File: config.mk
export PLATFORM = sky130hd
export DESIGN_NAME = i2c_master_receive_controller
export DESIGN_NICKNAME = d
export VERILOG_FILES = /design/src/design/i2c_ctrl_pkg.sv /design/src/design/i2c_master_receive_controller.sv
export SDC_FILE = /design/constraint.sdc
export NUM_CORES = 1
export LEC_CHECK = 0
export BUFFER_PORTS_ARGS = -buffer_cell sky130_fd_sc_hd__buf_2
export CAP_MARGIN = 20
export CORE_UTILIZATION = 55
export DETAILED_ROUTE_END_ITERATION = 8
export GPL_TIMING_DRIVEN = 0
export HOLD_SLACK_MARGIN = 0.02
export PLACE_DENSITY = 0.89
export SYNTH_ARGS = -nofsm -noshare
export SYNTH_HDL_FRONTEND = slang
export SYNTH_SLANG_ARGS = --single-unit
File: constraint.sdc
create_clock -name clk -period 7.4 [get_ports clk]
set_input_delay 1.11 -clock clk [delete_from_list [all_inputs] [get_ports clk]]
set_output_delay 1.11 -clock clk [all_outputs]
set_load 0.005 [all_outputs]
File: src/design/i2c_ctrl_pkg.sv
// Register map, field positions and bit timing of the I2C master receive controller
package i2c_ctrl_pkg;
  localparam int AW = 12;
  // Register indices; the byte address is four times the index, low AW bits decoded
  localparam logic [31:0] IDX_CTRL1 = 32'hfffee400;
  localparam logic [31:0] IDX_CTRL2 = 32'hfffee401;
  localparam logic [31:0] IDX_MODE  = 32'hfffee402;
  localparam logic [31:0] IDX_OPT   = 32'hfffee403;
  localparam logic [31:0] IDX_STAT  = 32'hfffee404;
  localparam logic [31:0] IDX_TXD   = 32'hfffee405;
  localparam logic [31:0] IDX_RXD   = 32'hfffee406;
  // bus_control_one fields
  localparam int C1_ICE   = 7;
  localparam int C1_RECEIVE_DISABLE  = 6;
  localparam int C1_MST   = 5;
  localparam int C1_TRS   = 4;
  localparam int CKS_MSB  = 3;
  // bus_control_two request bits
  localparam int C2_START = 6;
  localparam int C2_STOP  = 5;
  // bus_mode fields
  localparam int MD_MLS   = 7;
  localparam int MD_BIT_COUNT_WRITE_PROTECT  = 3;
  localparam int BC_MSB   = 2;
  // bus_option fields
  localparam int OP_ACKL  = 7;
  localparam int OP_FS    = 6;
  localparam int OP_TXDMA = 1;
  localparam int OP_RXDMA = 0;
  // Sticky status flags occupy these bits of status_register
  localparam int STK_HI   = 5;
  localparam int STK_LO   = 1;
  localparam logic [7:0] RST_BYTE  = 8'h00;
  localparam logic [3:0] CKS_0101  = 4'h5;
  localparam logic [7:0] DIV_0101  = 8'h5c;
  localparam logic [7:0] DIV_OTHER = 8'hc8;
  localparam logic [2:0] BC_I2C9   = 3'h0;
  localparam logic [3:0] DATA_BITS = 4'h8;
  localparam logic [1:0] RESP_OKAY   = 2'h0;
  localparam logic [1:0] RESP_SLVERR = 2'h2;
endpackage : i2c_ctrl_pkg

File: src/design/i2c_master_receive_controller.sv
// I2C multi-master controller with AXI4-Lite register access
//
// Chosen here: the AXI4-Lite register port.
`timescale 1ns/10ps
module i2c_master_receive_controller (
  input  wire logic                         clk,
  input  wire logic                         nrst,
  input  wire logic [i2c_ctrl_pkg::AW-1:0] awaddr,
  input  wire logic                         awvalid,
  output logic                              awready,
  input  wire logic [31:0]                  wdata,
  input  wire logic [3:0]                   wstrb,
  input  wire logic                         wvalid,
  output logic                              wready,
  output logic [1:0]                        bresp,
  output logic                              bvalid,
  input  wire logic                         bready,
  input  wire logic [i2c_ctrl_pkg::AW-1:0] araddr,
  input  wire logic                         arvalid,
  output logic                              arready,
  output logic [31:0]                       rdata,
  output logic [1:0]                        rresp,
  output logic                              rvalid,
  input  wire logic                         rready,
  input  wire logic                         sclIn,
  output logic                              sclOut,
  output logic                              sclOe,
  input  wire logic                         sdaIn,
  output logic                              sdaOut,
  output logic                              sdaOe,
  output logic                              dmaTxReq,
  output logic                              dmaRxReq
);
  typedef enum logic [2:0] {S_IDLE, S_START, S_BIT, S_WAIT, S_XTRA, S_STOP} state_t;
  typedef enum logic [1:0] {P_LO, P_HI, P_END} phase_t;

  function automatic logic hit(input logic [i2c_ctrl_pkg::AW-1:0] a, input logic [31:0] idx);
    hit = a[i2c_ctrl_pkg::AW-1:2] == idx[i2c_ctrl_pkg::AW-3:0];
  endfunction : hit

  logic [7:0]  ctrl1_r;
  logic [7:0]  mode_r;
  logic [7:0]  opt_r;
  logic [7:0]  txd_r;
  logic [7:0]  rxd_r;
  logic        tdre_r;
  logic        receive_full_flag_r;
  logic [4:0]  stk_r;
  logic        ackRx_r;
  logic        startPend_r;
  logic        stopPend_r;
  state_t      state_r;
  state_t      state_nxt;
  phase_t      ph_r;
  phase_t      ph_nxt;
  logic [7:0]  cnt_r;
  logic [7:0]  cnt_nxt;
  logic [3:0]  bit_r;
  logic [3:0]  bit_nxt;
  logic [7:0]  sh_r;
  logic [7:0]  sh_nxt;
  logic        sclLow_r;
  logic        sclLow_nxt;
  logic        sdaLow_r;
  logic        sdaLow_nxt;
  logic        ackRx_nxt;
  logic [2:0]  sclS_r;
  logic [2:0]  sdaS_r;
  logic        sclF_r;
  logic        sdaF_r;
  logic        evLoad;
  logic        evRx;
  logic        evTend;
  logic        evNack;
  logic        evStop;
  logic        evAl;
  logic        evOvr;
  logic        startDone;
  logic        stopDone;
  logic [i2c_ctrl_pkg::AW-1:0] awAddr_r;
  logic        awHeld_r;
  logic [7:0]  wByte_r;
  logic        wLane_r;
  logic        wHeld_r;

  // Register fields
  wire         interface_enable    = ctrl1_r[i2c_ctrl_pkg::C1_ICE];
  wire         receive_disable   = ctrl1_r[i2c_ctrl_pkg::C1_RECEIVE_DISABLE];
  wire         mst    = ctrl1_r[i2c_ctrl_pkg::C1_MST];
  wire         transmit_select    = ctrl1_r[i2c_ctrl_pkg::C1_TRS];
  wire  [3:0]  clock_select    = ctrl1_r[i2c_ctrl_pkg::CKS_MSB:0];
  wire         bit_order_select    = mode_r[i2c_ctrl_pkg::MD_MLS];
  wire  [2:0]  bc     = mode_r[i2c_ctrl_pkg::BC_MSB:0];
  wire         ackLvl = opt_r[i2c_ctrl_pkg::OP_ACKL];
  wire         fs     = opt_r[i2c_ctrl_pkg::OP_FS];
  wire         busy   = state_r != S_IDLE;

  // Bit timing
  wire  [7:0]  div      = (clock_select == i2c_ctrl_pkg::CKS_0101) ? i2c_ctrl_pkg::DIV_0101 : i2c_ctrl_pkg::DIV_OTHER;
  wire  [7:0]  half     = {1'b0, div[7:1]};
  wire  [7:0]  quarter  = {2'b00, div[7:2]};
  wire         cntZero  = cnt_r == 8'h00;
  wire         hiWait   = (ph_r == P_HI) && cntZero && !sclF_r;
  wire         rise     = (ph_r == P_HI) && cntZero && sclF_r;
  wire         phEnd    = !hiWait && (cnt_r == half - 8'h01);
  wire         qHit     = (ph_r == P_LO) && (cnt_r == quarter);
  wire  [7:0]  cntAdv   = hiWait ? cnt_r : (phEnd ? 8'h00 : cnt_r + 8'h01);

  // Frame layout
  wire  [3:0]  dataBits = (bc == i2c_ctrl_pkg::BC_I2C9) ? i2c_ctrl_pkg::DATA_BITS : {1'b0, bc};
  wire         ackBit   = !fs && (bit_r == dataBits);
  wire         lastBit  = fs ? (bit_r == dataBits - 4'h1) : ackBit;
  wire         firstBit = bit_r == 4'h0;
  wire         outBit   = bit_order_select ? sh_r[0] : sh_r[7];
  wire  [7:0]  shIn     = bit_order_select ? {sdaF_r, sh_r[7:1]} : {sh_r[6:0], sdaF_r};

  // Register bus decode
  wire         arHs   = arvalid && arready;
  wire         doWr   = awHeld_r && wHeld_r && !bvalid;
  wire         wrOk   = doWr && wLane_r;
  wire         wrC1   = wrOk && hit(awAddr_r, i2c_ctrl_pkg::IDX_CTRL1);
  wire         wrC2   = wrOk && hit(awAddr_r, i2c_ctrl_pkg::IDX_CTRL2);
  wire         wrMd   = wrOk && hit(awAddr_r, i2c_ctrl_pkg::IDX_MODE);
  wire         wrOpt  = wrOk && hit(awAddr_r, i2c_ctrl_pkg::IDX_OPT);
  wire         wrSt   = wrOk && hit(awAddr_r, i2c_ctrl_pkg::IDX_STAT);
  wire         wrTx   = wrOk && hit(awAddr_r, i2c_ctrl_pkg::IDX_TXD);
  wire         wrStart = wrC2 && wByte_r[i2c_ctrl_pkg::C2_START];
  wire         wrStop  = wrC2 && wByte_r[i2c_ctrl_pkg::C2_STOP];
  wire         wrMap  = hit(awAddr_r, i2c_ctrl_pkg::IDX_CTRL1) || hit(awAddr_r, i2c_ctrl_pkg::IDX_CTRL2)
                     || hit(awAddr_r, i2c_ctrl_pkg::IDX_MODE) || hit(awAddr_r, i2c_ctrl_pkg::IDX_OPT)
                     || hit(awAddr_r, i2c_ctrl_pkg::IDX_STAT) || hit(awAddr_r, i2c_ctrl_pkg::IDX_TXD)
                     || hit(awAddr_r, i2c_ctrl_pkg::IDX_RXD);
  wire         rdC1   = hit(araddr, i2c_ctrl_pkg::IDX_CTRL1);
  wire         rdC2   = hit(araddr, i2c_ctrl_pkg::IDX_CTRL2);
  wire         rdMd   = hit(araddr, i2c_ctrl_pkg::IDX_MODE);
  wire         rdOpt  = hit(araddr, i2c_ctrl_pkg::IDX_OPT);
  wire         rdSt   = hit(araddr, i2c_ctrl_pkg::IDX_STAT);
  wire         rdTx   = hit(araddr, i2c_ctrl_pkg::IDX_TXD);
  wire         rdRx   = hit(araddr, i2c_ctrl_pkg::IDX_RXD);
  wire         rdMap  = rdC1 || rdC2 || rdMd || rdOpt || rdSt || rdTx || rdRx;
  wire         rxTake = arHs && rdRx;
  wire  [7:0]  c2Val  = {busy, startPend_r, stopPend_r, 1'b0, sclF_r, sdaF_r, 2'h0};
  wire  [7:0]  mdVal  = {bit_order_select, 4'h0, bc};
  wire  [7:0]  stVal  = {tdre_r, receive_full_flag_r, stk_r, ackRx_r};
  wire  [7:0]  rdByte = rdC1 ? ctrl1_r : rdC2 ? c2Val : rdMd ? mdVal : rdOpt ? opt_r
                      : rdSt ? stVal : rdTx ? txd_r : rdRx ? rxd_r : i2c_ctrl_pkg::RST_BYTE;
  wire  [4:0]  stkSet = {evTend, evNack, evStop, evAl, evOvr};
  wire  [4:0]  stkClr = wrSt ? wByte_r[i2c_ctrl_pkg::STK_HI:i2c_ctrl_pkg::STK_LO] : 5'h00;

  // Where the engine goes after a byte or while waiting
  wire state_t resumeSt = stopPend_r ? S_STOP : startPend_r ? S_START
                        : transmit_select ? (tdre_r ? S_WAIT : S_BIT) : (receive_disable ? S_WAIT : S_BIT);

  always_comb
  begin
    state_nxt  = state_r;
    ph_nxt     = ph_r;
    cnt_nxt    = cntAdv;
    bit_nxt    = bit_r;
    sh_nxt     = sh_r;
    sclLow_nxt = sclLow_r;
    sdaLow_nxt = sdaLow_r;
    ackRx_nxt  = ackRx_r;
    evLoad     = 1'b0;
    evRx       = 1'b0;
    evTend     = 1'b0;
    evNack     = 1'b0;
    evStop     = 1'b0;
    evAl       = 1'b0;
    evOvr      = 1'b0;
    startDone  = 1'b0;
    stopDone   = 1'b0;
    if (!interface_enable)
    begin
      state_nxt  = S_IDLE;
      sclLow_nxt = 1'b0;
      sdaLow_nxt = 1'b0;
      cnt_nxt    = 8'h00;
      startDone  = 1'b1;
      stopDone   = 1'b1;
    end
    else
    begin
      unique case (state_r)
        S_IDLE:
        begin
          cnt_nxt    = 8'h00;
          sclLow_nxt = 1'b0;
          sdaLow_nxt = 1'b0;
          stopDone   = stopPend_r;
          bit_nxt    = 4'h0;
          if (startPend_r && mst && fs)
          begin
            startDone = 1'b1;
            ph_nxt    = P_LO;
            state_nxt = S_BIT;
            sclLow_nxt = 1'b1;
          end
          else if (startPend_r && mst && sclF_r && sdaF_r)
          begin
            ph_nxt    = P_HI;
            state_nxt = S_START;
          end
        end
        S_START:
        begin
          if (fs)
          begin
            startDone = 1'b1;
            state_nxt = S_BIT;
          end
          else if (qHit)
            sdaLow_nxt = 1'b0;
          if (!fs && phEnd)
          begin
            unique case (ph_r)
              P_LO:
              begin
                ph_nxt     = P_HI;
                sclLow_nxt = 1'b0;
              end
              P_HI:
              begin
                ph_nxt     = P_END;
                sdaLow_nxt = 1'b1;
              end
              P_END:
              begin
                ph_nxt     = P_LO;
                sclLow_nxt = 1'b1;
                startDone  = 1'b1;
                bit_nxt    = 4'h0;
                state_nxt  = S_BIT;
              end
            endcase
          end
        end
        S_BIT:
        begin
          if (ph_r == P_LO)
          begin
            if (cntZero && firstBit && transmit_select && tdre_r)
              cnt_nxt = cnt_r;
            else if (cntZero && firstBit && transmit_select)
            begin
              sh_nxt = txd_r;
              evLoad = 1'b1;
            end
            if (cntZero && ackBit && !transmit_select && receive_full_flag_r)
              cnt_nxt = cnt_r;
            else if (cntZero && ackBit && !transmit_select)
              evRx = 1'b1;
            if (qHit)
              sdaLow_nxt = ackBit ? (!transmit_select && !ackLvl) : (transmit_select && !outBit);
            if (phEnd)
            begin
              ph_nxt     = P_HI;
              sclLow_nxt = 1'b0;
            end
          end
          else
          begin
            if (rise && ackBit)
            begin
              ackRx_nxt = sdaF_r;
              evNack    = transmit_select && sdaF_r;
            end
            else if (rise)
              sh_nxt = shIn;
            if (rise && !ackBit && transmit_select && !fs && !sdaLow_r && !sdaF_r)
            begin
              evAl       = 1'b1;
              state_nxt  = S_IDLE;
              sclLow_nxt = 1'b0;
              sdaLow_nxt = 1'b0;
              stopDone   = 1'b1;
            end
            else if (phEnd)
            begin
              sclLow_nxt = 1'b1;
              ph_nxt     = P_LO;
              bit_nxt    = bit_r + 4'h1;
              if (lastBit)
              begin
                bit_nxt   = 4'h0;
                evTend    = transmit_select && tdre_r;
                evRx      = fs && !transmit_select && !receive_full_flag_r;
                evOvr     = fs && !transmit_select && receive_full_flag_r;
                state_nxt = ((wrStart || wrStop) && !fs) ? S_XTRA : resumeSt;
              end
            end
          end
        end
        S_WAIT:
        begin
          sclLow_nxt = 1'b1;
          cnt_nxt    = 8'h00;
          ph_nxt     = P_LO;
          state_nxt  = resumeSt;
        end
        S_XTRA:
        begin
          if (qHit)
            sdaLow_nxt = 1'b0;
          if (phEnd && ph_r == P_LO)
          begin
            ph_nxt     = P_HI;
            sclLow_nxt = 1'b0;
          end
          else if (phEnd)
          begin
            ph_nxt     = P_LO;
            sclLow_nxt = 1'b1;
            state_nxt  = resumeSt;
          end
        end
        S_STOP:
        begin
          if (fs)
          begin
            stopDone  = 1'b1;
            state_nxt = S_IDLE;
          end
          else if (qHit)
            sdaLow_nxt = 1'b1;
          if (!fs && phEnd)
          begin
            unique case (ph_r)
              P_LO:
              begin
                ph_nxt     = P_HI;
                sclLow_nxt = 1'b0;
              end
              P_HI:
              begin
                ph_nxt     = P_END;
                sdaLow_nxt = 1'b0;
              end
              P_END:
              begin
                stopDone  = 1'b1;
                evStop    = 1'b1;
                state_nxt = S_IDLE;
              end
            endcase
          end
        end
      endcase
    end
  end

  // Pin synchronisers: a change counts once stages two and three agree
  always_ff @(posedge clk or negedge nrst)
  begin
    if (!nrst)
    begin
      sclS_r <= 3'h7;
      sdaS_r <= 3'h7;
      sclF_r <= 1'b1;
      sdaF_r <= 1'b1;
    end
    else
    begin
      sclS_r <= {sclS_r[1:0], sclIn};
      sdaS_r <= {sdaS_r[1:0], sdaIn};
      sclF_r <= (sclS_r[1] == sclS_r[2]) ? sclS_r[1] : sclF_r;
      sdaF_r <= (sdaS_r[1] == sdaS_r[2]) ? sdaS_r[1] : sdaF_r;
    end
  end

  always_ff @(posedge clk or negedge nrst)
  begin
    if (!nrst)
    begin
      state_r  <= S_IDLE;
      ph_r     <= P_LO;
      cnt_r    <= 8'h00;
      bit_r    <= 4'h0;
      sh_r     <= 8'h00;
      sclLow_r <= 1'b0;
      sdaLow_r <= 1'b0;
      ackRx_r  <= 1'b0;
    end
    else
    begin
      state_r  <= state_nxt;
      ph_r     <= ph_nxt;
      cnt_r    <= cnt_nxt;
      bit_r    <= bit_nxt;
      sh_r     <= sh_nxt;
      sclLow_r <= sclLow_nxt;
      sdaLow_r <= sdaLow_nxt;
      ackRx_r  <= ackRx_nxt;
    end
  end

  // Software registers and flags; a hardware set wins over a clear
  always_ff @(posedge clk or negedge nrst)
  begin
    if (!nrst)
    begin
      ctrl1_r     <= i2c_ctrl_pkg::RST_BYTE;
      mode_r      <= i2c_ctrl_pkg::RST_BYTE;
      opt_r       <= i2c_ctrl_pkg::RST_BYTE;
      txd_r       <= i2c_ctrl_pkg::RST_BYTE;
      rxd_r       <= i2c_ctrl_pkg::RST_BYTE;
      tdre_r      <= 1'b1;
      receive_full_flag_r      <= 1'b0;
      stk_r       <= 5'h00;
      startPend_r <= 1'b0;
      stopPend_r  <= 1'b0;
      dmaTxReq    <= 1'b0;
      dmaRxReq    <= 1'b0;
    end
    else
    begin
      if (wrC1)
        ctrl1_r <= wByte_r;
      if (wrMd)
        mode_r <= {wByte_r[i2c_ctrl_pkg::MD_MLS], 4'h0,
                   wByte_r[i2c_ctrl_pkg::MD_BIT_COUNT_WRITE_PROTECT] ? bc : wByte_r[i2c_ctrl_pkg::BC_MSB:0]};
      if (wrOpt)
        opt_r <= wByte_r;
      if (wrTx)
        txd_r <= wByte_r;
      if (evRx)
        rxd_r <= sh_r;
      tdre_r      <= evLoad || (tdre_r && !wrTx);
      receive_full_flag_r      <= evRx || (receive_full_flag_r && !rxTake);
      stk_r       <= stkSet | (stk_r & ~stkClr);
      startPend_r <= wrStart || (startPend_r && !startDone);
      stopPend_r  <= wrStop || (stopPend_r && !stopDone);
      dmaTxReq    <= opt_r[i2c_ctrl_pkg::OP_TXDMA] && interface_enable && transmit_select && tdre_r;
      dmaRxReq    <= opt_r[i2c_ctrl_pkg::OP_RXDMA] && interface_enable && receive_full_flag_r;
    end
  end

  // AXI4-Lite slave: address and data taken in either order, one access of each kind
  always_ff @(posedge clk or negedge nrst)
  begin
    if (!nrst)
    begin
      awready  <= 1'b1;
      wready   <= 1'b1;
      awHeld_r <= 1'b0;
      wHeld_r  <= 1'b0;
      awAddr_r <= '0;
      wByte_r  <= 8'h00;
      wLane_r  <= 1'b0;
      bvalid   <= 1'b0;
      bresp    <= i2c_ctrl_pkg::RESP_OKAY;
      arready  <= 1'b1;
      rvalid   <= 1'b0;
      rdata    <= 32'h0000_0000;
      rresp    <= i2c_ctrl_pkg::RESP_OKAY;
    end
    else
    begin
      if (awvalid && awready)
      begin
        awready  <= 1'b0;
        awHeld_r <= 1'b1;
        awAddr_r <= awaddr;
      end
      if (wvalid && wready)
      begin
        wready  <= 1'b0;
        wHeld_r <= 1'b1;
        wByte_r <= wdata[7:0];
        wLane_r <= wstrb[0];
      end
      if (doWr)
      begin
        awHeld_r <= 1'b0;
        wHeld_r  <= 1'b0;
        bvalid   <= 1'b1;
        bresp    <= wrMap ? i2c_ctrl_pkg::RESP_OKAY : i2c_ctrl_pkg::RESP_SLVERR;
      end
      if (bvalid && bready)
      begin
        bvalid  <= 1'b0;
        awready <= 1'b1;
        wready  <= 1'b1;
      end
      if (arHs)
      begin
        arready <= 1'b0;
        rvalid  <= 1'b1;
        rdata   <= {24'h000000, rdByte};
        rresp   <= rdMap ? i2c_ctrl_pkg::RESP_OKAY : i2c_ctrl_pkg::RESP_SLVERR;
      end
      if (rvalid && rready)
      begin
        rvalid  <= 1'b0;
        arready <= 1'b1;
      end
    end
  end

  // Open-drain pins: the enable pulls the line low
  assign sclOut = 1'b0;
  assign sdaOut = 1'b0;
  assign sclOe  = sclLow_r;
  assign sdaOe  = sdaLow_r;
endmodule : i2c_master_receive_controller

# After elaboration in Yosys (flattened, before gate mapping)
# Cells that the tools add are included.
[word_totals] reg_bits=123 out_inout_bits=47 inputBits=69 word_cells=370
[op_classes] n_eq_ne=55 reduce_logical=116 n_bitwise=5 addsub=4 n_mux=152
[op_table] op="2-to-1 mux 8 bit" n=20
[op_table] op="2-to-1 mux 1 bit" n=84
[op_table] op="== test 10 x 3 -> 1 bit, second input constant" n=6
[op_table] op="logical AND 1 bit" n=58
[op_table] op="2-to-1 mux 3 bit" n=17
[op_table] op="== test 10 x 2 -> 1 bit, second input constant" n=4
[op_table] op="!= test 4 bit, second input constant" n=9
[op_table] op="!= test 3 bit, second input constant" n=10
[op_table] op="2-to-1 mux 4 bit" n=7
[op_table] op="2-to-1 mux 2 bit" n=12
[op_table] op="== test 10 x 1 -> 1 bit, second input constant" n=2
[op_table] op="logical NOT 10 bit" n=2
[op_table] op="one-hot mux 3 bit (6 select lines)" n=1
[op_table] op="logical OR 1 bit" n=17
[op_table] op="!= test 2 bit, second input constant" n=8
[op_table] op="one-hot mux 8 bit (2 select lines)" n=1
[op_table] op="logical NOT 1 bit" n=15
[op_table] op="AND reduction 7 bit" n=2
[op_table] op="nonzero test 2 bit" n=7
[op_table] op="one-hot mux 2 bit (6 select lines)" n=1
[op_table] op="one-hot mux 4 bit (3 select lines)" n=1
[op_table] op="AND reduction 6 bit" n=2
[op_table] op="adder 8 x 1 -> 8 bit, second input constant" n=1
[op_table] op="== test 4 bit" n=2
[op_table] op="35 further kinds" n=43

# Longest topological paths before layout
[logic_depth] word_depth=17 ltp_mapped=8 depth_no_buf=8

# Worst setup path after synthesis
# No wires, ideal clock.
[synth_path] path_type="input -> register" start="input araddr[6] (netlist name)" end="register rdata[7]" t_arrival_ns=2.775 n_path_buf=0 cell_stages=6 required_time_ns=7.336 setup_ns=0.064 slack_ns=4.561 cell_sequence="or4_1 > or4_4 > nor3_2 > a32oi_1 > a211oi_1 > a21o_1"
[synth_between] elab_chain_cells=8 word_cells_on_any_way=14 classes_between="6 x eq/ne; 7 x mux; 1 x reduce/logical"
[synth_lines] item="start: declaration" line="i2c_master_receive_controller.sv:18" source="input wire logic [i2c_ctrl_pkg::AW-1:0] araddr,"
[synth_lines] item="== test 10 x 3 -> 1 bit" line="i2c_master_receive_controller.sv:38" source="hit = a[i2c_ctrl_pkg::AW-1:2] == idx[i2c_ctrl_pkg::AW-3:0];"
[synth_lines] item="2-to-1 mux 8 bit (3 in a row)" line="i2c_master_receive_controller.sv:146" source=": rdSt ? stVal : rdTx ? txd_r : rdRx ? rxd_r : i2c_ctrl_pkg::RST_BYTE;"
[synth_lines] item="2-to-1 mux 8 bit (3 in a row)" line="i2c_master_receive_controller.sv:145" source="wire [7:0] rdByte = rdC1 ? ctrl1_r : rdC2 ? c2Val : rdMd ? mdVal : rdOpt ? opt_r"
[synth_lines] item="2-to-1 mux 8 bit *" line="i2c_master_receive_controller.sv:145"
[synth_lines] item="end signal: assignment" line="i2c_master_receive_controller.sv:489" source="rdata <= {24'h000000, rdByte};"
[synth_lines] item="end: declaration" line="i2c_master_receive_controller.sv:21" source="output logic [31:0] rdata,"
# Mark *: on every way between the ends. The rest lies on a longest branch, timed or not.
# A chain may end at the register's enable or synchronous reset.

# Final worst setup path
[layout_path] start="input araddr[6] (netlist name)" end="register rdata[3]"
# The elaborated chain is that of the path after synthesis.

==> results_dict.tcl <==
set metrics [dict create \
    crit_path_max_fanout 6 \
    dr.pass1.iters 8 \
    hold-worst-slack_ps 361 \
    routed_wl_mm 18.1 \
    cp_delay_by_family_top "simple AND/OR/NAND/NOR gates" \
    cts-root-to-sink-buffers 2 \
    hold_viol_final 0 \
    ff2ff_setup_slack_ps 4450 \
    clock_skew_ps 8.84 \
    cts.reportedPaths.clkPinSlew_ps 50 \
    cts_setup_buffers 0 \
    initial_core_utilization_pct 57.3 \
    globalRoute.busiestLayer "met2" \
    yosysWarningCount 0 \
    use_met2_pct 49.1 \
    cap_violations 0 \
    endpoint_kind "flip-flop" \
    layout_worst_path_cycle_share_pct 41.0 \
    drcViolationCount 9 \
    worst_setup_path_start_kind "primary input" \
    cts.root.buffer_cell "clkbuf_16" \
    setup_violations 0 \
    grt_use_met1_pct 37.3 \
    post_synthesis_cell_type_count 85 \
    crit_path_max_incr_delay_ps 900 \
    regToRegEndpoint "ph_r[1]" \
    cells_along_the_critical_path "buf_2, or4_1, nor4_1, nand4b_1, nor2_1, o32ai_1, o21ai_0" \
    die_w_um 112 \
    postSynthCellCount 661 \
    largest_net_degree_at_the_start_of_global_routing 75 \
    finalSetupTns_ps 0 \
    num_io_pins 116 \
    met3_usage_pct 7.72 \
    cp_num_buf_inv 1 \
    rsz_0062_raised_after_global_routing "no" \
    area.growth.synth_to_final_pct 17.0 \
    holdCritPathClass "flip-flop to flip-flop" \
    row_count 39 \
    max-vdd-ir-drop_uv 220 \
    numCtsBuffers 17 \
    path_class "primary input to flip-flop" \
    worst_path_max_delay_cell "nor4_1" \
    drive_gt1_share_pct 26.7 \
    main_synth_ff_type "dfrtp_1" \
    total_number_of_clock_tree_sinks 119 \
    r2r-start "cnt_r[0]" \
    cts_htree_levels 4 \
    floorplan.die.height_um 112 \
    max_slew.worst_pin.slew_ps 1160 \
    synth_area_mm2 0.00666 \
    finalInstanceArea_mm2 0.00779 \
    pre_cts_ws_ps 4050 \
    worstSkewPairLatency_ps 420 \
    placedInstanceArea_mm2 0.00725 \
    cts_tree "done" \
    portBuffers 55 \
    slew-limit-headroom_pct 21.9 \
    hold_buffers 0 \
    core_mm2 0.0116 \
    timing.reg2reg.worst_path_depth 8 \
    overflow 0 \
    endpoint "rdata[3]" \
    post_drt_via_cell_ratio 6.29 \
    grt_first_pass_wirelength_mm 29.1 \
    antenna_found_initial 0 \
    first_global_vias 5711 \
    timing_limited_maximum_frequency_ghz 0.330 \
    synth-edff-count 0 \
    wl_per_cell_um 19.7 \
    place.detailed.hpwl_mm 12.8 \
    design.final.nets 842 \
    mean_post_synth_cell_area_um2 10.1 \
    result_of_the_run "finished, violations left" \
    dr_total_vias 5784 \
    synth.ff_latch_count 119 \
    timing.critical_path.depth 7 \
    finalCriticalPeriod_ps 3030 \
    gr-usage-all-layers_pct 30.2 \
    leakagePower_nw 3.52 \
    critPathLaunch "araddr[6]" \
    insertedDiodeCount 0 \
    fin_ws_ps 4370 \
    power.total_mw 1.79 \
    count_of_instances_resized_after_the_clock_tree_is_built 0 \
    crit_path_required_time_ps 7730 \
    synthArstFlopShare_pct 100 \
    ant_nets 0 \
    synth-seq-area-share_pct 44.9 \
    dieArea_mm2 0.0126 \
    maxSlewViolCount 0 \
    violations "DRC" \
    cp_data_arrival_time_ps 3360 \
    first_iter_violations 566 \
    gpl_wtd_cong 0.916 \
    power_density_over_the_cells_mw_per_mm2 229 \
]
## worst register-to-register path: cells and delay by family (launching register included)
family	cells	cell delay [ps]
adder cells (fa/ha/maj)	1	150
multiplexers	1	350
AND/OR/NAND/NOR	3	880
buffers and inverters	1	150
AO/OA/AOI/OAI	2	830
flip-flops	1	460
## worst min-delay path by stage
stage	startpoint	to	slack [ps]	cells after the start
floorplan	sclS_r[0]	sclS_r[1]	350	0
global placement	sdaS_r[0]	sdaS_r[1]	350	0
detailed placement	sdaS_r[0]	sdaS_r[1]	350	0
CTS	sdaS_r[0]	sdaS_r[1]	360	0
global route	sclS_r[0]	sclS_r[1]	360	0
finish	sclS_r[0]	sclS_r[1]	360	0
## through the flow
stage	utilization [%]	std cells
final	67.1	919
after CTS	67.1	919
after global placement	62.1	886
after detailed placement	62.4	887
after floorplan	-	688
after global routing	67.1	919
## synth_stat cells, types with 5 or more instances
| cell | instances | share of area, % |
|---|---|---|
| nor2b_1 | 6 | 0.56 |
| and2_1 | 5 | 0.47 |
| nand4_1 | 7 | 0.66 |
| xor2_1 | 9 | 1.2 |
| clkbuf_1 | 21 | 1.2 |
| dfstp_2 | 12 | 4.7 |
| dfrtp_1 | 107 | 40 |
| o211ai_1 | 8 | 0.90 |
| a21o_1 | 6 | 0.68 |
| ha_1 | 10 | 1.9 |
| nand2_1 | 80 | 4.5 |
| o21ai_0 | 54 | 4.1 |
| buf_4 | 28 | 3.2 |
| mux2_2 | 59 | 10 |
| nand3_1 | 8 | 0.60 |
| o32ai_1 | 5 | 0.66 |
| nor2_1 | 35 | 2.0 |
| mux2i_1 | 25 | 3.8 |
| inv_1 | 28 | 1.6 |
| a21oi_1 | 15 | 1.1 |
| nand2b_1 | 11 | 1.0 |
| nor3_1 | 15 | 1.1 |
## state kept, by name, summed over array words and instances, names as in the netlist, 2 cells and up
signal    flops
bit_r         4
ph_r          2
stk_r         5
opt_r         8
sh_r          8
awAddr_r     10
state_r       3
rxd_r         8
sclS_r        3
mode_r        4
wByte_r       8
cnt_r         8
rdata         8
ctrl1_r       8
txd_r         8
sdaS_r        3
## cell families (layout without fill, tap and decap cells)
kind of cell | Yosys count | in the layout | share of synthesized area [%]
AO/OA/AOI/OAI | 137 | 137 | 13.6
XOR/XNOR | 11 | 11 | 1.65
adder cells (fa/ha/maj) | 12 | 12 | 2.18
buffers and inverters | 83 | 171 | 6.50
flip-flops | 119 | 119 | 44.9
multiplexers | 85 | 85 | 14.1
other | 1 | 28 | 0.0563
AND/OR/NAND/NOR | 213 | 213 | 17.0
## layer usage
metal  vias up  wire [µm]
met3        81       1680
met5         -          0
met4         0        737
met2       380       8470
li1       2533          -
met1      2790       7200
## placed cells by master (no fill, tap or decap), types with 5 or more instances in the layout
master and n:
o32ai_1 5, a21oi_1 15, mux2i_1 25, inv_1 28
buf_4 28, clkbuf_16 17, buf_2 55, mux2_2 59
nand2_1 80, dfstp_2 12, nor2b_1 6, xor2_1 9
o211ai_1 8, and2_1 5, nand3_1 8, ha_1 10
o21ai_0 54, nand4_1 7, clkbuf_1 25, nand2b_1 11
conb_1 28, nor3_1 15, dfrtp_1 107, a21o_1 6
nor2_1 35
## final cells by class
type	count	area, µm²
Buffer	54	324
Clock buffer	21	440
Inverter	29	109
Sequential cell	119	2990
Clock inverter	11	105
Fill cell	860	3820
Multi-Input combinational cell	486	3330
Tap cell	143	179
Timing Repair Buffer	56	309
## power by group
group	internal, mW	switching [mW]
sequential	0.735	0.0820
clock	0.460	0.298
combinational	0.107	0.105
Note: power is estimated with default switching activity, not from simulation.
